==> config.mk <==
export PLATFORM = sky130hd
export DESIGN_NAME = scd_clock_control
export DESIGN_NICKNAME = d
export VERILOG_FILES = /design/src/hdl/scd_pkg.sv /design/src/hdl/scd_tick_counter.sv /design/src/hdl/scd_clock_control.sv
export SDC_FILE = /design/constraint.sdc
export NUM_CORES = 1
export LEC_CHECK = 0
export BUFFER_PORTS_ARGS = -buffer_cell sky130_fd_sc_hd__buf_4
export CAP_MARGIN = 5
export CORE_ASPECT_RATIO = 1.5
export CORE_MARGIN = 3
export CORE_UTILIZATION = 33
export CTS_BUF_LIST = sky130_fd_sc_hd__clkbuf_16
export DETAILED_ROUTE_END_ITERATION = 10
export PLACE_DENSITY_LB_ADDON = 0.2
export SYNTH_ARGS = -nofsm -noshare
export SYNTH_HDL_FRONTEND = slang
export SYNTH_SLANG_ARGS = --single-unit
export TNS_END_PERCENT = 30
==> constraint.sdc <==
create_clock -name clock_i -period 8.4 [get_ports clock_i]
set_clock_uncertainty 0.15 [all_clocks]
set_input_delay 0.42 -clock clock_i [delete_from_list [all_inputs] [get_ports clock_i]]
set_output_delay 0.42 -clock clock_i [all_outputs]
set_load 0.02 [all_outputs]
==> src/hdl/scd_pkg.sv <==
package scd_pkg;

  // source-select fuse codes, all others decoded by range
  localparam logic [3:0] SRC_CODE_INT_RC   = 4'h2;
  localparam logic [3:0] SRC_CODE_EXT_CLK  = 4'h0;
  localparam logic [3:0] SRC_CODE_RSVD_A   = 4'h3;
  localparam logic [3:0] SRC_CODE_RSVD_B   = 4'h1;
  localparam int         SRC_BIT_CRYSTAL   = 3;     // set: crystal or resonator range
  localparam int         SRC_BIT_LOW_FREQ  = 2;     // set with bit 3 clear: low-freq crystal
  localparam int         SRC_BIT_STARTUP   = 0;     // low bit joins the start-up choice

  // start-up field codes
  localparam logic [1:0] SUT_CODE_NONE     = 2'h0;
  localparam logic [1:0] SUT_CODE_SHORT    = 2'h1;
  localparam logic [1:0] SUT_CODE_LONG     = 2'h2;
  localparam logic [1:0] SUT_CODE_RSVD     = 2'h3;

  // delivered fuse state (0 = programmed)
  localparam logic [3:0] FUSE_DEFAULT_SOURCE  = 4'h2;
  localparam logic [1:0] FUSE_DEFAULT_STARTUP = 2'h2;
  localparam logic       FUSE_DEFAULT_DIV8    = 1'h0;
  localparam logic       FUSE_PROGRAMMED      = 1'h0;

  // sleep mode codes on the sleep_mode port
  localparam logic [2:0] SLEEP_IDLE        = 3'h0;
  localparam logic [2:0] SLEEP_ADC_NOISE   = 3'h1;
  localparam logic [2:0] SLEEP_POWER_DOWN  = 3'h2;
  localparam logic [2:0] SLEEP_POWER_SAVE  = 3'h3;
  localparam logic [2:0] SLEEP_STANDBY     = 3'h6;

  // cycle counts, watchdog oscillator and selected source
  localparam int unsigned WDT_SHORT_CYCLES = 4096;
  localparam int unsigned WDT_LONG_CYCLES  = 65536;
  localparam int unsigned CK_RESET_EXTRA   = 14;
  localparam int unsigned CK_WAKE_258      = 258;
  localparam int unsigned CK_WAKE_1K       = 1024;
  localparam int unsigned CK_WAKE_16K      = 16384;
  localparam int unsigned CK_WAKE_32K      = 32768;
  localparam int unsigned CK_WAKE_RC       = 6;
  localparam int unsigned CK_WAKE_EXT      = 6;
  localparam int          COUNT_W          = 17;
  localparam logic [2:0]  PRESCALE_LAST    = 3'h7;  // divide by eight

  typedef enum logic [2:0] {
    SRC_CRYSTAL, SRC_LOW_FREQ, SRC_INT_RC, SRC_EXT_CLOCK, SRC_RESERVED
  } scd_source_type;

endpackage : scd_pkg

==> src/hdl/scd_tick_counter.sv <==
`timescale 1ns/1ps
// counts qualifying ticks up to a limit; done holds until cleared
module scd_tick_counter #(
  parameter int WIDTH = 17
) (
  input  wire logic             clock_i,   // system clock
  input  wire logic             reset_i,   // synchronous, active high
  input  wire logic             clear_i,   // restart count from zero
  input  wire logic             tick_i,    // one counted cycle
  input  wire logic [WIDTH-1:0] limit_i,   // ticks to wait
  output logic                  done_o     // count reached limit
);
  logic [WIDTH-1:0] count_q;
  logic [WIDTH-1:0] count_d;
  logic             at_limit;

  // saturate at limit so a stale tick cannot wrap
  assign at_limit = (count_q >= limit_i);
  assign count_d  = clear_i ? '0 : ((tick_i && !at_limit) ? count_q + 1'b1 : count_q);
  assign done_o   = at_limit;  // not gated by clear: clear is built from done upstream

  always_ff @(posedge clock_i) begin
    if (reset_i) count_q <= '0;
    else         count_q <= count_d;
  end
endmodule : scd_tick_counter

==> src/hdl/scd_clock_control.sv <==
`timescale 1ns/1ps
module scd_clock_control #(
  parameter int unsigned WDT_SHORT = scd_pkg::WDT_SHORT_CYCLES,
  parameter int unsigned WDT_LONG  = scd_pkg::WDT_LONG_CYCLES,
  parameter int unsigned WAKE_16K  = scd_pkg::CK_WAKE_16K,
  parameter int unsigned WAKE_32K  = scd_pkg::CK_WAKE_32K,
  parameter int unsigned WAKE_RC   = scd_pkg::CK_WAKE_RC,
  parameter int unsigned WAKE_EXT  = scd_pkg::CK_WAKE_EXT
) (
  input  wire logic       clock_i,                      // system clock, 10 MHz
  input  wire logic       reset_i,                      // synchronous, active high
  input  wire logic       fuses_erased_i,               // fuse array blank: use defaults
  input  wire logic [3:0] clock_source_select_fuses_i,  // source fuses
  input  wire logic [1:0] startup_time_fuses_i,         // start-up fuses
  input  wire logic       divide_by_eight_fuse_i,       // prescale fuse, 0 programmed
  input  wire logic       source_tick_i,                // one cycle of selected source
  input  wire logic       watchdog_oscillator_tick_i,   // one watchdog oscillator cycle
  input  wire logic       async_source_sel_i,           // 1: external clock, 0: 32k crystal
  input  wire logic       async_ext_tick_i,             // external async clock cycle
  input  wire logic       async_xtal_tick_i,            // 32 kHz crystal cycle
  input  wire logic       sleep_request_i,              // pulse: enter sleep
  input  wire logic [2:0] sleep_mode_i,                 // mode for that request
  input  wire logic       wake_i,                       // other wake source, level
  input  wire logic       ext_int_level_i,              // external interrupt pin level
  input  wire logic       ext_int_async_en_i,           // that input detected async
  input  wire logic       twi_addr_valid_i,             // received address present
  input  wire logic [6:0] twi_rx_addr_i,                // received address
  input  wire logic [6:0] twi_own_addr_i,               // own slave address
  output logic            core_clock_en_o,              // core domain cycle
  output logic            flash_interface_clock_en_o,   // flash domain cycle
  output logic            peripheral_clock_en_o,        // peripheral domain cycle
  output logic            converter_clock_en_o,         // converter domain cycle
  output logic            async_timer_clock_en_o,       // async timer domain cycle
  output logic            core_halted_o,                // core must not execute
  output logic            startup_busy_o,               // start-up timing in progress
  output logic            source_reserved_o,            // fuse code is reserved
  output logic            ext_int_wake_o,               // async external interrupt seen
  output logic            twi_addr_match_o              // own address recognised
);
  localparam int CW = scd_pkg::COUNT_W;

  typedef enum logic [2:0] {
    ST_LATCH, ST_RESET_WDT, ST_RESET_CK, ST_RUN, ST_SLEEP, ST_WAKE
  } scd_state_type;

  scd_state_type          state_q, state_d;
  logic [3:0]             src_fuse_q;
  logic [1:0]             sut_fuse_q;
  logic                   div8_fuse_q;
  logic [2:0]             mode_q;
  logic [2:0]             div_cnt_q;
  logic                   core_en_q, flash_en_q, periph_en_q, adc_en_q, async_en_q;
  logic                   busy_q;
  scd_pkg::scd_source_type src_class;
  logic [CW-1:0]          wdt_limit, wake_limit, cnt_limit;
  logic                   cnt_clear, cnt_tick, cnt_done;
  logic                   sys_tick, deep_mode, wake_any, reserved;
  logic                   core_gate, periph_gate, adc_gate, async_tick;
  logic [3:0]             src_fuse_eff;
  logic [1:0]             sut_fuse_eff;
  logic                   div8_fuse_eff;

  // source class from the fuse field
  function automatic scd_pkg::scd_source_type decode_source(input logic [3:0] f);
    if (f[scd_pkg::SRC_BIT_CRYSTAL])       decode_source = scd_pkg::SRC_CRYSTAL;
    else if (f[scd_pkg::SRC_BIT_LOW_FREQ]) decode_source = scd_pkg::SRC_LOW_FREQ;
    else if (f == scd_pkg::SRC_CODE_INT_RC)  decode_source = scd_pkg::SRC_INT_RC;
    else if (f == scd_pkg::SRC_CODE_EXT_CLK) decode_source = scd_pkg::SRC_EXT_CLOCK;
    else                                   decode_source = scd_pkg::SRC_RESERVED;
  endfunction : decode_source

  // watchdog cycles of the settling delay after reset
  function automatic logic [CW-1:0] reset_wdt_count(input scd_pkg::scd_source_type c,
                                                   input logic [3:0] f, input logic [1:0] s);
    logic [2:0] key;
    key = {f[scd_pkg::SRC_BIT_STARTUP], s};
    reset_wdt_count = CW'(WDT_LONG);
    if (c == scd_pkg::SRC_CRYSTAL) begin
      case (key)
        3'h2, 3'h5:       reset_wdt_count = '0;
        3'h0, 3'h3, 3'h6: reset_wdt_count = CW'(WDT_SHORT);
        default:          reset_wdt_count = CW'(WDT_LONG);
      endcase
    end else begin
      case (s)
        scd_pkg::SUT_CODE_NONE:  reset_wdt_count = '0;
        scd_pkg::SUT_CODE_SHORT: reset_wdt_count = CW'(WDT_SHORT);
        default:                 reset_wdt_count = CW'(WDT_LONG);
      endcase
    end
  endfunction : reset_wdt_count

  // source cycles before execution on wake from deep sleep
  function automatic logic [CW-1:0] wake_count(input scd_pkg::scd_source_type c,
                                              input logic [3:0] f, input logic [1:0] s);
    logic [2:0] key;
    key = {f[scd_pkg::SRC_BIT_STARTUP], s};
    case (c)
      scd_pkg::SRC_CRYSTAL: begin
        if (key < 3'h2)      wake_count = CW'(scd_pkg::CK_WAKE_258);
        else if (key < 3'h5) wake_count = CW'(scd_pkg::CK_WAKE_1K);
        else                 wake_count = CW'(WAKE_16K);
      end
      scd_pkg::SRC_LOW_FREQ:
        wake_count = f[scd_pkg::SRC_BIT_STARTUP] ? CW'(WAKE_32K) : CW'(scd_pkg::CK_WAKE_1K);
      scd_pkg::SRC_INT_RC: wake_count = CW'(WAKE_RC);
      default:             wake_count = CW'(WAKE_EXT);
    endcase
  endfunction : wake_count

  // blank fuse array falls back to the delivered setting
  assign src_fuse_eff  = fuses_erased_i ? scd_pkg::FUSE_DEFAULT_SOURCE  : clock_source_select_fuses_i;
  assign sut_fuse_eff  = fuses_erased_i ? scd_pkg::FUSE_DEFAULT_STARTUP : startup_time_fuses_i;
  assign div8_fuse_eff = fuses_erased_i ? scd_pkg::FUSE_DEFAULT_DIV8    : divide_by_eight_fuse_i;

  // fuses caught once, at the first edge after reset release
  always_ff @(posedge clock_i) begin
    if (reset_i) begin
      src_fuse_q  <= scd_pkg::FUSE_DEFAULT_SOURCE;
      sut_fuse_q  <= scd_pkg::FUSE_DEFAULT_STARTUP;
      div8_fuse_q <= scd_pkg::FUSE_DEFAULT_DIV8;
    end else if (state_q == ST_LATCH) begin
      src_fuse_q  <= src_fuse_eff;
      sut_fuse_q  <= sut_fuse_eff;
      div8_fuse_q <= div8_fuse_eff;
    end
  end

  // decoded fuse settings
  assign src_class  = decode_source(src_fuse_q);
  assign reserved   = (src_class == scd_pkg::SRC_RESERVED) ||
                      ((src_class == scd_pkg::SRC_LOW_FREQ) &&
                       (sut_fuse_q == scd_pkg::SUT_CODE_RSVD));
  assign wdt_limit  = reset_wdt_count(src_class, src_fuse_q, sut_fuse_q);
  assign wake_limit = wake_count(src_class, src_fuse_q, sut_fuse_q);

  // wake sources; async paths need no peripheral clock
  assign ext_int_wake_o   = ext_int_level_i && ext_int_async_en_i;
  assign twi_addr_match_o = twi_addr_valid_i && (twi_rx_addr_i == twi_own_addr_i);
  assign wake_any         = wake_i || ext_int_wake_o || twi_addr_match_o;
  assign deep_mode        = (mode_q == scd_pkg::SLEEP_POWER_DOWN) ||
                            (mode_q == scd_pkg::SLEEP_POWER_SAVE) ||
                            (mode_q == scd_pkg::SLEEP_STANDBY);

  // start-up sequencer
  always_comb begin
    state_d = state_q;
    case (state_q)
      ST_LATCH:     state_d = ST_RESET_WDT;
      ST_RESET_WDT: if (cnt_done) state_d = ST_RESET_CK;
      ST_RESET_CK:  if (cnt_done && !reserved) state_d = ST_RUN;
      ST_RUN:       if (sleep_request_i) state_d = ST_SLEEP;
      ST_SLEEP:     if (wake_any) state_d = deep_mode ? ST_WAKE : ST_RUN;
      ST_WAKE:      if (cnt_done) state_d = ST_RUN;
      default:      state_d = ST_LATCH;
    endcase
  end

  // one shared counter; it restarts on every state change
  assign cnt_clear = (state_d != state_q);
  assign cnt_tick  = (state_q == ST_RESET_WDT) ? watchdog_oscillator_tick_i : source_tick_i;
  assign cnt_limit = (state_q == ST_RESET_WDT) ? wdt_limit :
                     (state_q == ST_WAKE) ? wake_limit : CW'(scd_pkg::CK_RESET_EXTRA);

  scd_tick_counter #(
    .WIDTH   (CW)
  ) u_counter (
    .clock_i (clock_i),
    .reset_i (reset_i),
    .clear_i (cnt_clear),
    .tick_i  (cnt_tick),
    .limit_i (cnt_limit),
    .done_o  (cnt_done)
  );

  // state, sleep mode and prescaler
  always_ff @(posedge clock_i) begin
    if (reset_i) begin
      state_q   <= ST_LATCH;
      mode_q    <= scd_pkg::SLEEP_IDLE;
      div_cnt_q <= 3'h0;
    end else begin
      state_q   <= state_d;
      if (state_q == ST_RUN && sleep_request_i) mode_q <= sleep_mode_i;
      div_cnt_q <= div_cnt_q + 3'h1;
    end
  end

  // programmed prescale fuse reads as zero
  assign sys_tick = (div8_fuse_q == scd_pkg::FUSE_PROGRAMMED) ?
                    (div_cnt_q == scd_pkg::PRESCALE_LAST) : 1'b1;

  // domain gates per state and sleep mode
  assign core_gate   = (state_q == ST_RUN);
  assign periph_gate = core_gate ||
                       (state_q == ST_SLEEP && mode_q == scd_pkg::SLEEP_IDLE);
  assign adc_gate    = periph_gate ||
                       (state_q == ST_SLEEP && mode_q == scd_pkg::SLEEP_ADC_NOISE);
  assign async_tick  = async_source_sel_i ? async_ext_tick_i : async_xtal_tick_i;

  // enables come from flops: each is a whole cycle, never a sliver
  always_ff @(posedge clock_i) begin
    if (reset_i) begin
      core_en_q   <= 1'b0;
      flash_en_q  <= 1'b0;
      periph_en_q <= 1'b0;
      adc_en_q    <= 1'b0;
      async_en_q  <= 1'b0;
      busy_q      <= 1'b1;
    end else begin
      core_en_q   <= core_gate && sys_tick;
      flash_en_q  <= core_gate && sys_tick;
      periph_en_q <= periph_gate && sys_tick;
      adc_en_q    <= adc_gate && sys_tick;
      async_en_q  <= async_tick && (state_q != ST_LATCH);
      busy_q      <= (state_d != ST_RUN) && (state_d != ST_SLEEP);
    end
  end

  assign core_clock_en_o            = core_en_q;
  assign flash_interface_clock_en_o = flash_en_q;
  assign peripheral_clock_en_o      = periph_en_q;
  assign converter_clock_en_o       = adc_en_q;
  assign async_timer_clock_en_o     = async_en_q;
  assign startup_busy_o             = busy_q;
  assign core_halted_o              = !core_en_q;
  assign source_reserved_o          = reserved;

  // helper: ticks seen during the reset watchdog phase
  logic [CW-1:0] chk_wdt_seen_q;
  always_ff @(posedge clock_i) begin
    if (reset_i || state_q != ST_RESET_WDT) chk_wdt_seen_q <= '0;
    else if (watchdog_oscillator_tick_i)    chk_wdt_seen_q <= chk_wdt_seen_q + 1'b1;
  end

  chk_flash_follows_core: assert property (@(posedge clock_i) disable iff (reset_i)
    flash_interface_clock_en_o == core_clock_en_o)
    else $error("flash clock differs from core clock");

  chk_core_only_run: assert property (@(posedge clock_i) disable iff (reset_i)
    core_clock_en_o |-> $past(state_q == ST_RUN) && $past(sys_tick))
    else $error("core clock outside run state");

  chk_deep_sleep_stop: assert property (@(posedge clock_i) disable iff (reset_i)
    (state_q == ST_SLEEP && deep_mode) |=> !peripheral_clock_en_o && !converter_clock_en_o)
    else $error("domain clock running in deep sleep");

  chk_noise_mode_adc: assert property (@(posedge clock_i) disable iff (reset_i)
    (state_q == ST_SLEEP && mode_q == scd_pkg::SLEEP_ADC_NOISE && sys_tick)
      |=> converter_clock_en_o && !peripheral_clock_en_o && !core_clock_en_o)
    else $error("noise reduction mode gating wrong");

  chk_wake_holds_core: assert property (@(posedge clock_i) disable iff (reset_i)
    (state_q == ST_WAKE) |-> startup_busy_o ##1 !core_clock_en_o)
    else $error("core runs before wake count ends");

  chk_reset_wdt_count: assert property (@(posedge clock_i) disable iff (reset_i)
    (state_q == ST_RESET_WDT && state_d == ST_RESET_CK) |-> chk_wdt_seen_q >= wdt_limit)
    else $error("reset delay left early");

  chk_short_long_cnt: assert property (@(posedge clock_i) disable iff (reset_i)
    (state_q == ST_RESET_WDT && src_class == scd_pkg::SRC_LOW_FREQ &&
     sut_fuse_q == scd_pkg::SUT_CODE_SHORT)
      |-> chk_wdt_seen_q <= CW'(WDT_SHORT))
    else $error("short reset delay overran");

  chk_async_in_sleep: assert property (@(posedge clock_i) disable iff (reset_i)
    (async_tick && state_q == ST_SLEEP) |=> async_timer_clock_en_o)
    else $error("async timer stopped in sleep");

  chk_ext_int_async: assert property (@(posedge clock_i) disable iff (reset_i)
    (ext_int_level_i && ext_int_async_en_i && !peripheral_clock_en_o) |-> ext_int_wake_o)
    else $error("external interrupt missed while halted");

  chk_twi_addr_match: assert property (@(posedge clock_i) disable iff (reset_i)
    (twi_addr_valid_i && twi_rx_addr_i == twi_own_addr_i) |-> twi_addr_match_o)
    else $error("own address not recognised");

  chk_reserved_no_run: assert property (@(posedge clock_i) disable iff (reset_i)
    reserved |-> state_q != ST_RUN)
    else $error("running on reserved source code");

  chk_div8_spacing: assert property (@(posedge clock_i) disable iff (reset_i)
    (core_clock_en_o && div8_fuse_q == scd_pkg::FUSE_PROGRAMMED) |=> !core_clock_en_o [*7])
    else $error("prescaled core clock too fast");

  chk_whole_pulse: assert property (@(posedge clock_i) disable iff (reset_i)
    $rose(core_clock_en_o) |-> $past(core_gate))
    else $error("core clock edge without gate");

  cov_reach_run: cover property (@(posedge clock_i) disable iff (reset_i)
    state_q == ST_RESET_CK ##1 state_q == ST_RUN);
  cov_deep_wake: cover property (@(posedge clock_i) disable iff (reset_i)
    state_q == ST_WAKE ##1 state_q == ST_RUN);
  cov_idle_wake: cover property (@(posedge clock_i) disable iff (reset_i)
    state_q == ST_SLEEP && mode_q == scd_pkg::SLEEP_IDLE ##1 state_q == ST_RUN);

endmodule : scd_clock_control

==> out/results.txt <==
status -> finished, final reports clean
fin util -> 42.71%
# diodes -> 0
Async SR Flop Fraction -> 0%
num rows -> 36
TritonCTS buffer count -> 5
register area share after synthesis -> 32.14%
Post-Route WL -> 5.093 mm
Post-synth top flop -> dfxtp_1
antenna violations before repair -> 0
hold violation count in the final report -> 0
Final setup viols -> 0
Max VDD drop -> 90.01 uV
root buf cell -> clkbuf_16
Max Cap Violations -> 0
Post-DRT Antenna Nets -> 0
vias -> 2021
CP max-delay cell -> or4b_2
vias in the first global route -> 2011
number of I/O port buffers -> 45
Max clock buf depth -> 2
Synth Area per Inst -> 8.381 um^2
Critical Path AT -> 4.27 ns
I/O pin cnt -> 47
RSZ-0062 raised after global routing -> false
clock transition at the registers of the reported paths -> 0.06 ns
DIE HEIGHT -> 108.4 um
Mapped Cells -> 275
Starting DRT DRC Count -> 80
Clock Sinks -> 37
Crit path max-delay family -> simple AND/OR/NAND/NOR gates
DP HPWL -> 3.892 mm
WL/cell -> 13.09 um
hold crit path type -> input pin to flop
die width -> 74.24 um
H-tree Lvls -> 2
core region area -> 0.006621 mm^2
Critical Path End Type -> flop
pin count of the biggest net entering global routing -> 20
Setup crit start kind -> flop
Starting Density -> 34.81%
max incr delay on CP -> 0.66 ns
max-slew violation count -> 0
share of cells above drive strength 1 -> 21.73%
Post-synth EDFFs -> 0
CTS resizes -> 0
fmax -> 235.1 MHz
P_leak -> 1.080 nW
Req. time, crit path -> 8.42 ns
Setup CP Type -> flop to flop
multi-input logic area -> 0.001454 mm^2
Tightest Pin Transition -> 0.5899 ns
Synthesis Warnings -> 0
Final Cycle Share -> 50.64%
Slew headroom -> 60.56%
Synth cell types -> 48
Vias/cell -> 5.195
Detailed Routing Iterations Pass 1 -> 4
Routability Congestion -> 0.7870
Buf/Inv on CP -> 1
clock period minus worst slack -> 4.254 ns
Setup Fix Bufs, Post-CTS -> 0
Hold-fix buffers, CTS -> 0
first-pass GRT wire length -> 8.873 mm
DIE AREA -> 0.008043 mm^2
synthesized flop and latch total -> 37
setup TNS -> 0 ns
crit-path cells -> inv_1, or4b_2, or2_2, ha_1, nand4_1, or4_1, a21o_1, a311oi_1, o2bb2ai_1, a2111o_2, and3b_1
number of fill cells -> 679
Clk Latency, worst-skew pair -> 0.28 ns
synthesized cell area -> 0.002305 mm^2
DR DRC count -> 0
TritonCTS clock tree -> built
total track usage -> 13.83%
CP Max Fanout -> 17
overall power -> 479.6 uW
final layout net count -> 361
Overflow after GRT -> 0
Power per Cell Area -> 169.6 mW/mm^2
syn_nets -> 324
register area -> 740.7 um^2
P&R area growth vs syn -> 22.69%
-- registers in the layout, indices dropped and copies added, names as in the netlist --
name,flops
div8_fuse_q,1
src_fuse_q,3
div_cnt_q,3
async_timer_clock_en_o,1
sut_fuse_q,2
converter_clock_en_o,1
peripheral_clock_en_o,1
flash_interface_clock_en_o,1
mode_q,3
state_q,3
u_counter.count_q,17
startup_busy_o,1
-- kinds of logic (layout without fill, tap and decap cells) --
family	after synthesis	count (layout)	share of synthesized area (%)
AND/OR/NAND/NOR	130	130	32.63
AO/OA/AOI/OAI	43	43	12.60
multiplexers	5	5	2.226
adder cells (fa/ha/maj)	12	12	6.514
buffers and inverters	24	62	4.777
flip-flops	37	37	32.14
XOR/XNOR	24	24	9.120
-- Yosys cell counts, types with 2 or more instances --
| cell | instances | area, um^2 |
|---|---|---|
| dfxtp_1 | 37 | 740.7 |
| nand2_1 | 27 | 101.4 |
| nor2_1 | 23 | 86.33 |
| a21oi_1 | 18 | 90.09 |
| xnor2_1 | 18 | 157.7 |
| ha_1 | 12 | 150.1 |
| nand3_1 | 12 | 60.06 |
| nor3_1 | 12 | 60.06 |
| clkbuf_1 | 11 | 41.29 |
| nor3b_1 | 11 | 82.58 |
| inv_1 | 9 | 33.78 |
| nor3b_2 | 9 | 112.6 |
| nand4_1 | 7 | 43.79 |
| xor2_1 | 6 | 52.55 |
| nand2b_1 | 5 | 31.28 |
| nor2b_1 | 5 | 31.28 |
| o21ai_0 | 5 | 25.02 |
| mux2i_1 | 4 | 40.04 |
| or4_1 | 4 | 30.03 |
| a22o_1 | 3 | 26.28 |
| nor4_1 | 3 | 18.77 |
| a2111o_2 | 2 | 25.02 |
| a21o_1 | 2 | 15.01 |
| and3_1 | 2 | 12.51 |
| buf_6 | 2 | 22.52 |
| nand4b_1 | 2 | 17.52 |
| o21bai_1 | 2 | 15.01 |
| o221ai_1 | 2 | 17.52 |
-- layer usage --
metal | vias up | wire [um] | share of wire [%] | track usage [%]
met5 | - | 0 | 0 | 0
met4 | 0 | 99 | 1.9 | 5.471
met3 | 9 | 225 | 4.4 | 3.442
met2 | 40 | 2654 | 52 | 24.75
met1 | 920 | 2114 | 42 | 15.25
li1 | 1052 | - | - | -
-- power by group --
group          total (mW)  internal (mW)  switching (mW)
clock network       0.210          0.139          0.0715
registers           0.189          0.181         0.00775
logic              0.0805         0.0390          0.0415
total               0.480          0.359           0.121
-- tightest hold or removal path, cell delays in order --
cell      delay [ns]
buf_4           0.08
nor3_1          0.04
o21bai_1        0.10
-- metrics by stage --
stage | setup slack [ns] | cell area [um^2] | instances | hold WS [ns]
after floorplan | 4.648 | 2305 | 275 | 0.2492
after global placement | 4.192 | 2661 | 381 | 0.2657
after detailed placement | 4.183 | 2661 | 381 | 0.2780
after CTS | 4.141 | 2828 | 389 | 0.2344
after global routing | 3.946 | 2828 | 389 | 0.2405
final | 4.146 | 2828 | 389 | 0.2421
-- final cells by class --
class | instances | area share, %
Clock inverter | 3 | 1.460
Tap cell | 76 | 3.363
Multi-Input combinational cell | 214 | 51.42
Inverter | 9 | 1.195
Timing Repair Buffer | 45 | 11.95
Sequential cell | 37 | 26.19
Clock buffer | 5 | 4.425
-- cell usage in the layout, fill, tap and decap left out, types with 6 or more instances in the layout --
cell type,instances
dfxtp_1,37
inv_1,9
a21oi_1,18
nor2_1,23
nand3_1,12
nand2_1,27
buf_4,45
ha_1,12
xnor2_1,18
xor2_1,6
nand4_1,7
nor3b_1,11
nor3_1,12
nor3b_2,9
-- path summary, 6_finish.rpt --
check	startpoint	to	slack [ns]	cells after the start
setup / recovery	state_q[2]	u_counter.count_q[14]	4.15	11
hold reg to reg	div_cnt_q[0]	div_cnt_q[0]	0.28	1
setup reg to reg	state_q[2]	u_counter.count_q[14]	4.15	11
hold / removal	startup_time_fuses_i[1]	sut_fuse_q[1]	0.24	3
No activity file was read; power rests on OpenSTA's default activity.
